File: src/inc/adc_port_defs.svh
// Offsets, field positions, reset values and timing counts of the conversion port
`ifndef ADC_PORT_DEFS_SVH
`define ADC_PORT_DEFS_SVH
`define CTRL_OFFSET        32'h0000_0000
`define STATUS_OFFSET      32'h0000_0004
`define RESULT_OFFSET      32'h0000_0008
`define PORT_DATA_OFFSET   32'h0000_000c
`define CTRL_RESET         12'h000
`define PM_LO_POS          4
`define PM_HI_POS          5
`define CHAN_LO_POS        10
`define HOLD_RELEASE_EDGES 4'hd
`define CONV_DONE_EDGES    4'he
`define ACQ_TIME_NS        125
`define PWRUP_TIME_MS      10
`endif

File: src/inc/adc_port_pkg.sv
// Types shared by the conversion port
package adc_port_pkg;
  typedef enum logic [3:0] {
    st_idle  = 4'b0001,
    st_conv  = 4'b0010,
    st_down  = 4'b0100,
    st_off   = 4'b1000
  } conv_state_type;
endpackage

File: src/adc_parallel_conversion_port.sv
// Parallel host port of a multichannel converter with AXI4-Lite register access
//
// Implementation choices: register access over AXI4-Lite and the register offsets.
`timescale 1ns/1ps
`include "adc_port_defs.svh"
module adc_parallel_conversion_port #(
  parameter int RES_BITS = 12
) (
  input  wire logic        aclk,
  input  wire logic        aresetn,
  input  wire logic        convert_start_n,
  input  wire logic        master_clock_in,
  input  wire logic        chip_select_n,
  input  wire logic        read_n,
  input  wire logic        write_n,
  input  wire logic        word_byte_sel,
  input  wire logic [11:0] data_in,
  output logic      [11:0] data_out,
  output logic             data_oe,
  output logic             busy,
  output logic             track_mode,
  output logic             powered,
  input  wire logic [31:0] s_axi_awaddr,
  input  wire logic        s_axi_awvalid,
  output logic             s_axi_awready,
  input  wire logic [31:0] s_axi_wdata,
  input  wire logic [3:0]  s_axi_wstrb,
  input  wire logic        s_axi_wvalid,
  output logic             s_axi_wready,
  output logic [1:0]       s_axi_bresp,
  output logic             s_axi_bvalid,
  input  wire logic        s_axi_bready,
  input  wire logic [31:0] s_axi_araddr,
  input  wire logic        s_axi_arvalid,
  output logic             s_axi_arready,
  output logic [31:0]      s_axi_rdata,
  output logic [1:0]       s_axi_rresp,
  output logic             s_axi_rvalid,
  input  wire logic        s_axi_rready
);

  // Two-stage synchronisers for all pin inputs
  // Left running through reset so the edge detectors hold the real pin levels at release;
  // a fixed reset value would fake a start edge when the host idles start low
  logic [6:0]  pin_meta;
  logic [6:0]  pin_sync;
  logic [6:0]  pin_prev;
  logic [11:0] din_meta;
  logic [11:0] din_sync;
  always_ff @(posedge aclk) begin
    pin_meta <= {convert_start_n, master_clock_in, chip_select_n, read_n, write_n, word_byte_sel, data_in[8]};
    pin_sync <= pin_meta;
    pin_prev <= pin_sync;
    din_meta <= data_in;
    din_sync <= din_meta;
  end

  logic start_s;
  logic start_fall;
  logic start_rise;
  logic mclk_rise;
  logic mclk_fall;
  logic rd_active;
  logic wr_strobe_s;
  logic wr_rise;
  logic word_mode;
  logic hbe;
  assign start_s     = pin_sync[6];
  assign start_fall  = pin_prev[6] & ~pin_sync[6];
  assign start_rise  = ~pin_prev[6] & pin_sync[6];
  assign mclk_rise   = ~pin_prev[5] & pin_sync[5];
  assign mclk_fall   = pin_prev[5] & ~pin_sync[5];
  assign rd_active   = ~pin_sync[4] & ~pin_sync[3];
  assign wr_strobe_s = pin_sync[4] | pin_sync[2];
  assign wr_rise     = wr_strobe_s & ~(pin_prev[4] | pin_prev[2]);
  assign word_mode   = pin_sync[1];
  assign hbe         = pin_sync[0];

  // Control register, conversion state and result
  logic [11:0] ctrl;
  logic [1:0]  pm;
  adc_port_pkg::conv_state_type state;
  logic [3:0]  rise_cnt;
  logic [3:0]  fall_cnt;
  logic [11:0] result;
  logic [1:0]  result_chan;
  logic [1:0]  conv_chan;
  logic [11:0] sample_in;
  logic        done_ev;
  logic        res_load;
  logic        axi_wr;
  logic [11:0] axi_wval;
  assign pm = {ctrl[`PM_HI_POS], ctrl[`PM_LO_POS]};
  // Sample value comes from the port data register in this digital model
  logic [11:0] sample_src;

  // Pin writes to the control word; AXI write to the control offset also lands here
  always_ff @(posedge aclk) begin
    if (!aresetn) begin
      ctrl <= `CTRL_RESET;
    end else if (axi_wr) begin
      ctrl <= axi_wval;
    end else if (wr_rise) begin
      if (word_mode) begin
        ctrl <= din_sync;
      end else if (!hbe) begin
        ctrl[7:0] <= din_sync[7:0];
      end else begin
        ctrl[11:8] <= din_sync[3:0];
      end
    end
  end

  // Conversion sequencing counted in master clock edges
  assign done_ev = (state == adc_port_pkg::st_conv) && mclk_fall && (fall_cnt == `CONV_DONE_EDGES - 4'h1);
  // A late start rise in the completing cycle still aborts, so no result is taken then
  assign res_load = done_ev && !start_rise;
  always_ff @(posedge aclk) begin
    if (!aresetn) begin
      state       <= adc_port_pkg::st_idle;
      rise_cnt    <= 4'h0;
      fall_cnt    <= 4'h0;
      busy        <= 1'b0;
      track_mode  <= 1'b0;
      powered     <= 1'b1;
      result      <= 12'h000;
      result_chan <= 2'h0;
      conv_chan   <= 2'h0;
    end else begin
      case (state)
        adc_port_pkg::st_idle: begin
          if (start_rise) begin
            track_mode <= 1'b1;
          end
          if (start_fall && powered) begin
            state      <= adc_port_pkg::st_conv;
            busy       <= 1'b1;
            track_mode <= 1'b0;
            rise_cnt   <= 4'h0;
            fall_cnt   <= 4'h0;
            conv_chan  <= ctrl[`CHAN_LO_POS +: 2];
          end
        end
        adc_port_pkg::st_conv: begin
          if (mclk_rise && rise_cnt != `HOLD_RELEASE_EDGES) begin
            rise_cnt <= rise_cnt + 4'h1;
            if (rise_cnt == `HOLD_RELEASE_EDGES - 4'h1) begin
              track_mode <= 1'b1;
            end
          end
          if (mclk_fall) begin
            fall_cnt <= fall_cnt + 4'h1;
          end
          if (start_rise && fall_cnt != `CONV_DONE_EDGES) begin
            state      <= adc_port_pkg::st_idle;
            busy       <= 1'b0;
            track_mode <= 1'b1;
          end else if (done_ev) begin
            result      <= sample_in;
            result_chan <= conv_chan;
            busy        <= 1'b0;
            if (pm == 2'b01 || pm == 2'b10) begin
              state      <= adc_port_pkg::st_down;
              track_mode <= 1'b0;
              powered    <= 1'b0;
            end else begin
              state <= adc_port_pkg::st_idle;
            end
          end
        end
        adc_port_pkg::st_down: begin
          if (start_rise) begin
            state      <= adc_port_pkg::st_idle;
            powered    <= 1'b1;
            track_mode <= 1'b1;
          end
        end
        default: begin
          if (pm != 2'b11) begin
            state      <= adc_port_pkg::st_idle;
            powered    <= 1'b1;
            track_mode <= 1'b1;
          end
        end
      endcase
      // Full shutdown takes effect at the write that selects it, or once a running conversion ends
      if (pm == 2'b11 && state != adc_port_pkg::st_conv) begin
        state      <= adc_port_pkg::st_off;
        powered    <= 1'b0;
        track_mode <= 1'b0;
        busy       <= 1'b0;
      end
    end
  end

  // Read mux for the shared data bus; 10-bit result sits left aligned
  // New sample bypasses the result register so the bus holds it as busy falls
  logic [11:0] word_view;
  logic [11:0] res_now;
  logic [1:0]  chan_now;
  logic [11:0] next_data_out;
  always_comb begin
    res_now   = res_load ? sample_in : result;
    chan_now  = res_load ? conv_chan : result_chan;
    word_view = (RES_BITS == 12) ? res_now : {res_now[11:2], 2'b00};
    if (word_mode) begin
      next_data_out = word_view;
    end else if (hbe) begin
      next_data_out = {4'h0, 2'b00, chan_now, word_view[11:8]};
    end else begin
      next_data_out = {4'h0, word_view[7:0]};
    end
  end

  always_ff @(posedge aclk) begin
    if (!aresetn) begin
      data_out <= 12'h000;
      data_oe  <= 1'b0;
    end else begin
      data_out <= next_data_out;
      data_oe  <= rd_active;
    end
  end

  // AXI4-Lite slave: write address and data taken in either order
  logic        aw_held;
  logic        w_held;
  logic [31:0] aw_addr;
  logic [31:0] w_data;
  always_ff @(posedge aclk) begin
    if (!aresetn) begin
      aw_held       <= 1'b0;
      w_held        <= 1'b0;
      aw_addr       <= 32'h0000_0000;
      w_data        <= 32'h0000_0000;
      s_axi_awready <= 1'b0;
      s_axi_wready  <= 1'b0;
      s_axi_bvalid  <= 1'b0;
      s_axi_bresp   <= 2'b00;
    end else begin
      s_axi_awready <= ~aw_held & ~s_axi_awready & ~s_axi_bvalid & s_axi_awvalid;
      s_axi_wready  <= ~w_held & ~s_axi_wready & ~s_axi_bvalid & s_axi_wvalid;
      if (s_axi_awvalid && s_axi_awready) begin
        aw_held <= 1'b1;
        aw_addr <= s_axi_awaddr;
      end
      if (s_axi_wvalid && s_axi_wready) begin
        w_held <= 1'b1;
        w_data <= s_axi_wdata;
      end
      if (aw_held && w_held && !s_axi_bvalid) begin
        s_axi_bvalid <= 1'b1;
        s_axi_bresp  <= (aw_addr[7:0] == `CTRL_OFFSET || aw_addr[7:0] == `PORT_DATA_OFFSET) ? 2'b00 : 2'b10;
        aw_held      <= 1'b0;
        w_held       <= 1'b0;
      end else if (s_axi_bvalid && s_axi_bready) begin
        s_axi_bvalid <= 1'b0;
      end
    end
  end

  assign axi_wr   = aw_held && w_held && !s_axi_bvalid && aw_addr[7:0] == `CTRL_OFFSET && s_axi_wstrb != 4'h0;
  assign axi_wval = w_data[11:0];

  // Port data register feeding the converter's sample input
  always_ff @(posedge aclk) begin
    if (!aresetn) begin
      sample_src <= 12'h000;
    end else if (aw_held && w_held && !s_axi_bvalid && aw_addr[7:0] == `PORT_DATA_OFFSET) begin
      sample_src <= w_data[11:0];
    end
  end
  assign sample_in = sample_src;

  // Read channel
  always_ff @(posedge aclk) begin
    if (!aresetn) begin
      s_axi_arready <= 1'b0;
      s_axi_rvalid  <= 1'b0;
      s_axi_rdata   <= 32'h0000_0000;
      s_axi_rresp   <= 2'b00;
    end else begin
      s_axi_arready <= ~s_axi_arready & ~s_axi_rvalid & s_axi_arvalid;
      if (s_axi_arvalid && s_axi_arready) begin
        s_axi_rvalid <= 1'b1;
        s_axi_rresp  <= 2'b00;
        if (s_axi_araddr[7:0] == `CTRL_OFFSET) begin
          s_axi_rdata <= {20'h00000, ctrl};
        end else if (s_axi_araddr[7:0] == `STATUS_OFFSET) begin
          s_axi_rdata <= {24'h000000, state, 1'b0, powered, track_mode, busy};
        end else if (s_axi_araddr[7:0] == `RESULT_OFFSET) begin
          s_axi_rdata <= {18'h00000, result_chan, result};
        end else if (s_axi_araddr[7:0] == `PORT_DATA_OFFSET) begin
          s_axi_rdata <= {20'h00000, sample_src};
        end else begin
          s_axi_rdata <= 32'h0000_0000;
          s_axi_rresp <= 2'b10;
        end
      end else if (s_axi_rvalid && s_axi_rready) begin
        s_axi_rvalid <= 1'b0;
      end
    end
  end

  // Checks
  a_busy_rise:  assert property (@(posedge aclk) disable iff (!aresetn)
    (state == adc_port_pkg::st_idle && start_fall && powered) |=> busy)
    else $error("busy not raised at start");
  a_busy_fall:  assert property (@(posedge aclk) disable iff (!aresetn)
    done_ev |=> !busy)
    else $error("busy not dropped at completion");
  a_abort_track:  assert property (@(posedge aclk) disable iff (!aresetn)
    (state == adc_port_pkg::st_conv && start_rise && fall_cnt < 4'he) |=> track_mode && !busy)
    else $error("early start rise did not abort");
  a_hold_start:  assert property (@(posedge aclk) disable iff (!aresetn)
    $rose(busy) |-> !track_mode)
    else $error("track during start of conversion");
  a_oe_gate:  assert property (@(posedge aclk) disable iff (!aresetn)
    data_oe |-> $past(rd_active))
    else $error("bus driven without select and read");
  a_high_zero:  assert property (@(posedge aclk) disable iff (!aresetn)
    ($past(!word_mode && hbe)) |-> data_out[7:6] == 2'b00)
    else $error("high byte top bits not zero");
  a_reset_normal:  assert property (@(posedge aclk)
    !aresetn |=> pm == 2'b00 && powered)
    else $error("reset did not select normal mode");
  a_auto_down:  assert property (@(posedge aclk) disable iff (!aresetn)
    (done_ev && pm == 2'b01 && !start_rise) |=> !powered && !track_mode)
    else $error("auto shutdown not entered");
  a_wake:  assert property (@(posedge aclk) disable iff (!aresetn)
    (state == adc_port_pkg::st_down && start_rise && pm != 2'b11) |=> powered ##0 track_mode)
    else $error("no wake on start rise");
  c_conv_done:  cover property (@(posedge aclk) disable iff (!aresetn) done_ev);
  c_abort:      cover property (@(posedge aclk) disable iff (!aresetn)
    state == adc_port_pkg::st_conv && start_rise);
  c_off:        cover property (@(posedge aclk) disable iff (!aresetn) state == adc_port_pkg::st_off);
  c_byte_wr:    cover property (@(posedge aclk) disable iff (!aresetn) wr_rise && !word_mode && hbe);
  c_held_read:  cover property (@(posedge aclk) disable iff (!aresetn) res_load && rd_active);
  a_held_data:  assert property (@(posedge aclk) disable iff (!aresetn)
    (res_load && word_mode) |=> !busy && data_out == word_view)
    else $error("result not on bus as busy fell");
  a_track_wait:  assert property (@(posedge aclk) disable iff (!aresetn)
    (state == adc_port_pkg::st_idle && !track_mode && !start_rise) |=> !track_mode)
    else $error("left hold without a start rise");
  a_off_entry:  assert property (@(posedge aclk) disable iff (!aresetn)
    (pm == 2'b11 && state != adc_port_pkg::st_conv) |=> !powered && !track_mode && !busy)
    else $error("full shutdown not entered");

endmodule // adc_parallel_conversion_port

File: config.mk
export PLATFORM = sky130hd
export DESIGN_NAME = adc_parallel_conversion_port
export DESIGN_NICKNAME = d
export VERILOG_FILES = /design/src/inc/adc_port_pkg.sv /design/src/adc_parallel_conversion_port.sv
export VERILOG_INCLUDE_DIRS = /design/src /design/src/inc
export SDC_FILE = /design/constraint.sdc
export NUM_CORES = 1
export LEC_CHECK = 0
export BUFFER_PORTS_ARGS = -buffer_cell sky130_fd_sc_hd__buf_2
export CAP_MARGIN = 25
export CORE_UTILIZATION = 30
export DETAILED_ROUTE_END_ITERATION = 10
export GPL_TIMING_DRIVEN = 0
export PLACE_DENSITY = 0.58
export SKIP_CTS_REPAIR_TIMING = 1
export SYNTH_ARGS = -nofsm -noshare
export SYNTH_HDL_FRONTEND = slang
export SYNTH_SLANG_ARGS = --single-unit
File: constraint.sdc
create_clock -name aclk -period 1.7 [get_ports aclk]
set_input_delay 0.085 -clock aclk [delete_from_list [all_inputs] [get_ports aclk]]
set_output_delay 0.085 -clock aclk [all_outputs]
set_load 0.05 [all_outputs]
## Word level (Yosys, flattened, before mapping)

Index checks and enable logic that the tools add are counted.

| word-level totals | value |
|---|---|
| logic and storage cells | 193 |
| register bits | 176 |
| input port bits | 125 |

| cells by class | value |
|---|---|
| bitwise gates (word level) | 32 |
| add/subtract/negate cells | 2 |
| eq/ne operators | 29 |
| multiplexer cells | 54 |
| reduce and logical (&&, ||, !) cells | 44 |

Operators with widths:

| kind | count |
|---|---|
| $mux W12 | 6 |
| $mux W14 | 3 |
| $mux W4 | 10 |
| $eq A8 B4 Y1 const B | 3 |
| $mux W1 | 20 |
| $logic_and A1 B1 Y1 | 17 |
| $logic_not A8 Y1 | 2 |
| $mux W8 | 2 |
| $not A1 Y1 | 16 |
| $pmux W4 S2 | 2 |
| $and A1 B1 Y1 | 14 |
| $mux W2 | 6 |
| $pmux W4 S3 | 1 |
| $reduce_and A3 Y1 | 4 |
| $reduce_bool A4 Y1 | 3 |
| $ne A2 B2 Y1 const B | 5 |
| $ne A3 B2 Y1 const B | 3 |
| $add A4 B1 Y4 const B | 2 |
| $eq A4 B4 Y1 const B | 2 |
| $eq A8 B3 Y1 const B | 1 |
| $ne A4 B2 Y1 const B | 2 |
| $ne A4 B4 Y1 const B | 2 |
| $reduce_and A4 Y1 | 2 |
| $reduce_bool A2 Y1 | 4 |
| 19 further kinds | 29 |

## Logic depth before layout (Yosys ltp)

Gate-level depths: netlist of run 1.

| logic depth | value |
|---|---|
| word-level depth | 8 |
| gate-level depth with buffers | 8 |
| depth with buffers taken out | 6 |

## Least setup slack after synthesis of run 1

OpenSTA, ideal clock, no wires.

| timing | value |
|---|---|
| kind | reg-to-reg |
| start | reg s_axi_bvalid |
| end | reg sample_src[10] (netlist: sample_in[10]) |
| arrival time | 1582 ps |
| buffers on the path | 1 |
| library setup time | 116 ps |
| clock period less this slack | 1698 ps |
| slack | 2 ps |
| data required time | 1584 ps |
| cell stages (with the launch flop) | 6 |
| cells stage by stage | dfxtp_1 and3b_1 nand4_1 buf_2 mux2i_1 nor2b_1 |

| between the ends | value |
|---|---|
| word-level cells in the longest chain between the ends | 3 |

Ends and longest elaborated chain:

| what | line | RTL |
|---|---|---|
| start: declaration | adc_parallel_conversion_port.sv:31 | `output logic s_axi_bvalid,` |
| start signal: assignment | adc_parallel_conversion_port.sv:238 | `s_axi_bvalid <= 1'b0;` |
| start signal: assignment | adc_parallel_conversion_port.sv:252 | `s_axi_bvalid <= 1'b1;` |
| start signal: assignment | adc_parallel_conversion_port.sv:257 | `s_axi_bvalid <= 1'b0;` |
| $logic_not A1 Y1 | adc_parallel_conversion_port.sv:269 | `` end else if (aw_held && w_held && !s_axi_bvalid && aw_addr[7:0] == `PORT_DATA_OFFSET) begin `` |
| $logic_and A1 B1 Y1 | adc_parallel_conversion_port.sv:269 |  |
| $logic_and A1 B1 Y1 (no line) | n/a |  |
| end signal: assignment | adc_parallel_conversion_port.sv:270 | `sample_src <= w_data[11:0];` |
| end: declaration | adc_parallel_conversion_port.sv:95 | `logic [11:0] sample_src;` |

No other way between the ends.
A chain may end at the register's enable or synchronous reset.

## Worst setup path after layout of run 1

| timing | value |
|---|---|
| start | reg state[2] |
| end | reg data_out[2] |

| between the ends | value |
|---|---|
| word-level cells in the longest chain between the ends | 7 |

Ends and longest elaborated chain:

| what | line | RTL |
|---|---|---|
| start: declaration | adc_parallel_conversion_port.sv:82 | `adc_port_pkg::conv_state_type state;` |
| start signal: assignment | adc_parallel_conversion_port.sv:120 | `state <= adc_port_pkg::st_idle;` |
| start signal: assignment | adc_parallel_conversion_port.sv:136 | `state <= adc_port_pkg::st_conv;` |
| start signal: assignment | adc_parallel_conversion_port.sv:155 | `state <= adc_port_pkg::st_idle;` |
| $eq A4 B2 Y1 * | adc_parallel_conversion_port.sv:115 | `` assign done_ev = (state == adc_port_pkg::st_conv) && mclk_fall && (fall_cnt == `CONV_DONE_EDGES - 4'h1); `` |
| $logic_and A1 B1 Y1 * (2 in series) | adc_parallel_conversion_port.sv:115 |  |
| $logic_and A1 B1 Y1 * | adc_parallel_conversion_port.sv:117 | `assign res_load = done_ev && !start_rise;` |
| $mux W12 * | adc_parallel_conversion_port.sv:203 | `res_now = res_load ? sample_in : result;` |
| $mux W8 | adc_parallel_conversion_port.sv:208 | `end else if (hbe) begin` |
| $mux W12 * | adc_parallel_conversion_port.sv:206 | `if (word_mode) begin` |
| end signal: assignment | adc_parallel_conversion_port.sv:220 | `data_out <= next_data_out;` |
| end: declaration | adc_parallel_conversion_port.sv:18 | `output logic [11:0] data_out,` |

Mark *: on every way between the ends. The rest lies on a longest branch, timed or not.

==> results of run 1 <==
==> power by group <==
group | total, mW | switching, mW | internal (mW)
clock network | 4.01 | 1.48 | 2.53
logic | 0.741 | 0.426 | 0.315
registers | 3.73 | 0.0864 | 3.64
total | 8.48 | 1.99 | 6.49
==> cells in the final DEF (no fill, tap or decap), types with 18 or more instances in the layout <==
cell,synthesis,final
dlygate4sd3_1,0,42
dfxtp_1,151,145
clkbuf_1,20,18
o21ai_0,20,20
nand2_1,72,72
nand3_1,30,29
mux2i_1,29,29
nor2b_1,31,31
nor2_1,27,27
conb_1,1,20
buf_2,6,96
a21boi_0,27,27
buf_4,22,33
==> critical path: cells and delay by family, from the launching register on <==
| kind | cells | cell delay, ns |
|---|---|---|
| and+or+nand+nor | 3 | 0.86 |
| DFF | 1 | 0.37 |
| muxes | 1 | 0.28 |
| buffers and inverters | 1 | 0.13 |
==> flip-flops by register name, indices dropped and copies added (netlist names), 6 cells and up <==
register	count
aw_addr	8
ctrl	12
data_out	12
din_meta	12
din_sync	12
pin_meta	6
pin_sync	6
result	12
s_axi_rdata	14
sample_in	12
w_data	12
==> worst min path at each step <==
stage	slack, ns	from	cells after the start	end
6_report	0.05	s_axi_araddr[6]	4	s_axi_rdata[12]
5_1_grt	0.06	s_axi_araddr[6]	4	s_axi_rdata[12]
4_1_cts	-0.26	data_in[5]	1	din_meta[5]
3_5_place_dp	0.19	data_in[1]	1	din_meta[1]
3_3_place_gp	0.19	read_n	1	pin_meta[3]
2_1_floorplan	0.11	data_in[0]	0	din_meta[0]
==> routing by layer <==
layer / track usage, % / routed length, um / up-vias
met3: 3.709 / 778 / 19
met5: 0 / 0 / -
met1: 21.14 / 7737 / 2256
met4: 7.036 / 323 / 0
met2: 22.98 / 6894 / 145
li1: - / - / 2444
==> cells by family (layout without fill, tap and decap cells) <==
group / after synthesis / count (layout) / share of synthesized area, %
AND/OR/NAND/NOR: 220 / 220 / 19.72
buffers and inverters: 58 / 235 / 5.435
multiplexers: 50 / 50 / 11.45
other: 1 / 20 / 0.06171
adder cells (fa/ha/maj): 7 / 7 / 1.441
XOR/XNOR: 4 / 4 / 0.5764
AO/OA/AOI/OAI: 106 / 106 / 11.57
flip-flops: 151 / 151 / 49.74
==> metrics by stage <==
stage | hold WS [ns] | worst slack, ns
floorplan | 0.1127 | 0.001551
global placement | 0.1886 | -0.2070
detailed placement | 0.1886 | -0.2272
CTS | -0.2599 | -0.2359
global route | 0.06107 | -0.08083
finish | 0.04940 | -0.05217
==> area by class of cell <==
cell class	instances	area [um2]	share of cell area, %
plain buffers	52	332.8	4.079
clock buffers	20	456.7	5.597
multi-input cells	407	2814	34.49
clock inverters	10	167.7	2.055
repair buffers	147	1001	12.27
well taps	265	331.6	4.064
inverters	6	22.52	0.2760
flip-flops and latches	151	3033	37.17
==> impl_metrics.toml, run 1 <==
[run_status]
status = "finished, violations left"
violations = "setup timing"

[global_routing]
antenna_found_initial = 0
globalRouteTotalUtil_pct = 15.49
grt_first_pass_wirelength_um = 23810
global_route.overflow_total = 0
grt_max_degree = 17
grt_pass1_vias = 4290

[worst_setup_path]
crit_arrival_ns = 2.07
worstPathCellList = "nor4b_4, and4_4, buf_12, mux4_2, and2_4"
cell_with_the_largest_stage_delay_on_the_worst_path = "nor4b_4"
worst_r2r_endpoint = "data_out[2]"
cp-start-kind = "register"
crit_fanout = 9
reg2reg_setup_slack_ns = -0.05
critical_path.reg2reg.startpoint = "state[2]"
criticalPathCategory = "register to register"
worstRegToRegCells = 5
endpoint = "data_out[2]"
cp_data_required_time_ns = 2.01
cpPeakStageDelay_ns = 0.38
critical_path.endpoint_type = "register"
crit_path_start = "state[2]"

[route]
total_wire_length_um = 15730
first_iter_violations = 297
vias = 4864
ant_nets = 0
vias_per_cell = 4.597
wire_per_inst_um = 14.87
detail_route.drc_violations = 0
drtPass1Iterations = 4

[logic_synthesis]
yosysUniqueCellTypes = 59
synth_top_cell_by_area = "dfxtp_1"
yosysWarningCount = 0
synth_area_mm2 = 0.006077
yosys-top-cells-area = "dfxtp_1 (50%), mux2i_1 (4.8%), nand2_1 (4.4%), a21boi_0 (3.3%), nor2b_1 (3.2%)"
yosys-top-cells-count = "dfxtp_1 (151), nand2_1 (72), nor2b_1 (31), nand3_1 (30), mux2i_1 (29)"
post_synth.cell_area_avg_um2 = 10.18
synth_edf_count = 0
synth.ff_latch_count = 151
ys.flop_type = "dfxtp_1"
seq_area_frac_synth_pct = 49.74
asyncSetResetFlopFracSynth_pct = 0
netlist.area_leader.share_pct = 49.74
synth_most_common_cell = "dfxtp_1"
postSynthCellCount = 597

[floorplan]
rows = 51
starting_density_of_the_core_pct = 30.92
io_pins = 182
chipWidth_um = 144.3
fp.dieH_um = 144.3
fp.coreArea_mm2 = 0.01965
die_area_mm2 = 0.02083

[sta]
final_min_period_over_clock_period_pct = 103.1
tns_ns = -0.1854
maxSlewViolCount = 0
worst_pin_slew_ns = 0.7245
finalWorstPathRequiredPeriod_ns = 1.752
final_hold_viol_count = 0
setup_viol = 7
unrepaired_setup_endpoints_after_global_routing = "true"
clock_skew_ns = 0.009347
max_clock_freq_ghz = 0.5707
max-slew-margin-rel_pct = 51.70
setup_slack_ns = -0.05217

[worst_hold_path]
min-delay-path-class = "primary input to register"

[pwr]
power_per_cell_area_mw_per_mm2 = 1040
design_power_total_mw = 8.483
vdd_drop_max_uv = 544.9
cellLeakagePower_nw = 3.368

[cts]
cts_tree = "built"
numClockSinks = 151
cts-buffers-inserted = 17
clock_tree.htree_level_count = 4
insertion_delay_ns = 0.42
cts_root_buf = "clkbuf_16"
register_clock_pin_slew_on_the_reported_worst_setup_and_hold_paths_ns = 0.06
clk_path_buf_depth = 2

[layout]
final_net_count = 914
fillCellCount = 1999
post-route-util_pct = 41.51
insertedDiodeCount = 0
post_layout_nonfiller_instances = 1058
drive_gt1_share_pct = 26.48
finalInstanceArea_mm2 = 0.008159
syn2layout_area_growth_pct = 34.26

[placed_design]
post-dp-hpwl_um = 11330
dpl-instance-area_mm2 = 0.006935
buffer_ports.inserted = 91
dpl.cell_count = 972
gpl.final_weighted_congestion = 0.8311

[flow_run]
maxCapViolCount = 0
(Power assumes the default switching activity.)
==> run 2: changes to the inputs <==
- CTS_BUF_LIST: not set -> sky130_fd_sc_hd__clkbuf_8
- SLEW_MARGIN: not set -> 20
==> impl_metrics.toml, run 2 (synthesized netlist as in run 1, its figures left out) <==
[run_status]
status = "finished, violations left"
violations = "setup timing"

[worst_setup_path]
crit_arrival_ns = 2.10
crit_fanout = 9
cp_num_buf_inv = 1
critical_path.reg2reg.startpoint = "state[2]"
cpPeakStageDelay_ns = 0.38
cell_with_the_largest_stage_delay_on_the_worst_path = "nor4b_4"
critical_path.endpoint_type = "register"
worst_r2r_endpoint = "data_out[2]"
cp-start-kind = "register"
worstPathCellList = "nor4b_4, and4_4, buf_12, mux4_2, and2_4"
worstRegToRegCells = 5
cp_data_required_time_ns = 2.04
criticalPathCategory = "register to register"
timing.critical_path.max_delay_family = "simple AND/OR/NAND/NOR gates"
reg2reg_setup_slack_ns = -0.06
cp_num_cells = 5

[layout]
finalInstanceArea_mm2 = 0.008008
syn2layout_area_growth_pct = 31.77
drive_gt1_share_pct = 26.44
final_net_count = 919
insertedDiodeCount = 0
layout_common_cells = "dfxtp_1 (145), buf_2 (96), nand2_1 (72), dlygate4sd3_1 (44), buf_4 (37)"
regMostFlops = "s_axi_rdata"
largest_register_ffs = 14
layout_commonest_cell = "dfxtp_1"

[cts]
cts_root_buf = "clkbuf_8"
insertion_delay_ns = 0.45
cts-buffers-inserted = 17
clk_path_buf_depth = 2
register_clock_pin_slew_on_the_reported_worst_setup_and_hold_paths_ns = 0.08
clock_tree.htree_level_count = 4
cts_tree = "built"
numClockSinks = 151

[global_routing]
globalRouteTotalUtil_pct = 15.29
grt_max_degree = 17
grt_first_pass_wirelength_um = 23570
global_route.overflow_total = 0
grt_pass1_vias = 4302
antenna_found_initial = 0

[worst_hold_path]
whs_endpoint = "s_axi_rdata[12]"
timing.hold.worst.start = "s_axi_araddr[6]"
min-delay-path-class = "primary input to register"
holdPathStages = 4

[route]
ant_nets = 0
total_wire_length_um = 15550
wire_per_inst_um = 14.63
vias_per_cell = 4.573
detail_route.drc_violations = 0
vias = 4861
first_iter_violations = 341
drtPass1Iterations = 4

[sta]
maxSlewViolCount = 0
clock_skew_ns = 0.01471
worst_hold_slack_ns = 0.01858
setup_slack_ns = -0.05593
worst_pin_slew_ns = 0.7290
setup_viol = 9
final_min_period_over_clock_period_pct = 103.3
final_hold_viol_count = 0
finalWorstPathRequiredPeriod_ns = 1.756
unrepaired_setup_endpoints_after_global_routing = "true"
max_clock_freq_ghz = 0.5695
tns_ns = -0.2009
max-slew-margin-rel_pct = 51.40

[placed_design]
buffer_ports.inserted = 91
pre_cts_ws_ns = -0.2272
gpl.final_weighted_congestion = 0.8311
dpl-instance-area_mm2 = 0.006935
post-dp-hpwl_um = 11330

[pwr]
cellLeakagePower_nw = 3.319
vdd_drop_max_uv = 392.5
power_per_cell_area_mw_per_mm2 = 935.4

[floorplan]
rows = 51
fp.dieH_um = 144.3
io_pins = 182
die_area_mm2 = 0.02083
fp.coreArea_mm2 = 0.01965
chipWidth_um = 144.3
starting_density_of_the_core_pct = 30.92

[flow_run]
maxCapViolCount = 0
run 2: worst min-delay path, stage by stage:
cell	delay, ns
buf_2	0.11
nor3_1	0.08
nand4_1	0.08
a21boi_0	0.07
run 2: final cells by class:
| class | instances | area, um2 |
|---|---|---|
| Clock buffer | 19 | 261.5 |
| Sequential cell | 151 | 3033 |
| Timing Repair Buffer | 152 | 1040 |
| Fill cell | 2011 | 11650 |
| Multi-Input combinational cell | 407 | 2815 |
| Tap cell | 265 | 331.6 |
| Inverter | 6 | 22.52 |
| Clock inverter | 11 | 171.4 |
| Buffer | 52 | 332.8 |
run 2: through the flow:
step / cells / power, mW / util [%]
after floorplan: 616 / 4.250 / -
after detailed placement: 972 / 4.462 / 35.29
after CTS: 1002 / 7.479 / 37.49
final: 1063 / 7.490 / 40.74
after global routing: 1063 / 7.800 / 40.74
after global placement: 972 / 4.459 / 35.29
run 2: where the power goes:
| group | total (mW) | internal, mW | switching, mW |
|---|---|---|---|
| Combinational | 0.741 | 0.317 | 0.424 |
| Clock | 3.02 | 1.67 | 1.35 |
| Sequential | 3.73 | 3.64 | 0.0861 |
| Total | 7.49 | 5.63 | 1.86 |
run 2: worst max path at each step:
stage / from / end / slack (ns)
2_1_floorplan: s_axi_bvalid / sample_in[10] / 0.002
3_3_place_gp: state[0] / fall_cnt[0] / -0.21
3_5_place_dp: state[0] / fall_cnt[0] / -0.23
4_1_cts: state[0] / rise_cnt[0] / -0.24
5_1_grt: state[2] / data_out[4] / -0.08
6_report: state[2] / data_out[2] / -0.06
run 2: metal layers:
metal  routed length [um]  global-route usage, %
met5                    0                      0
met4                  340                  5.873
met3                  834                  4.106
met2                 6778                  22.87
met1                 7597                  20.83
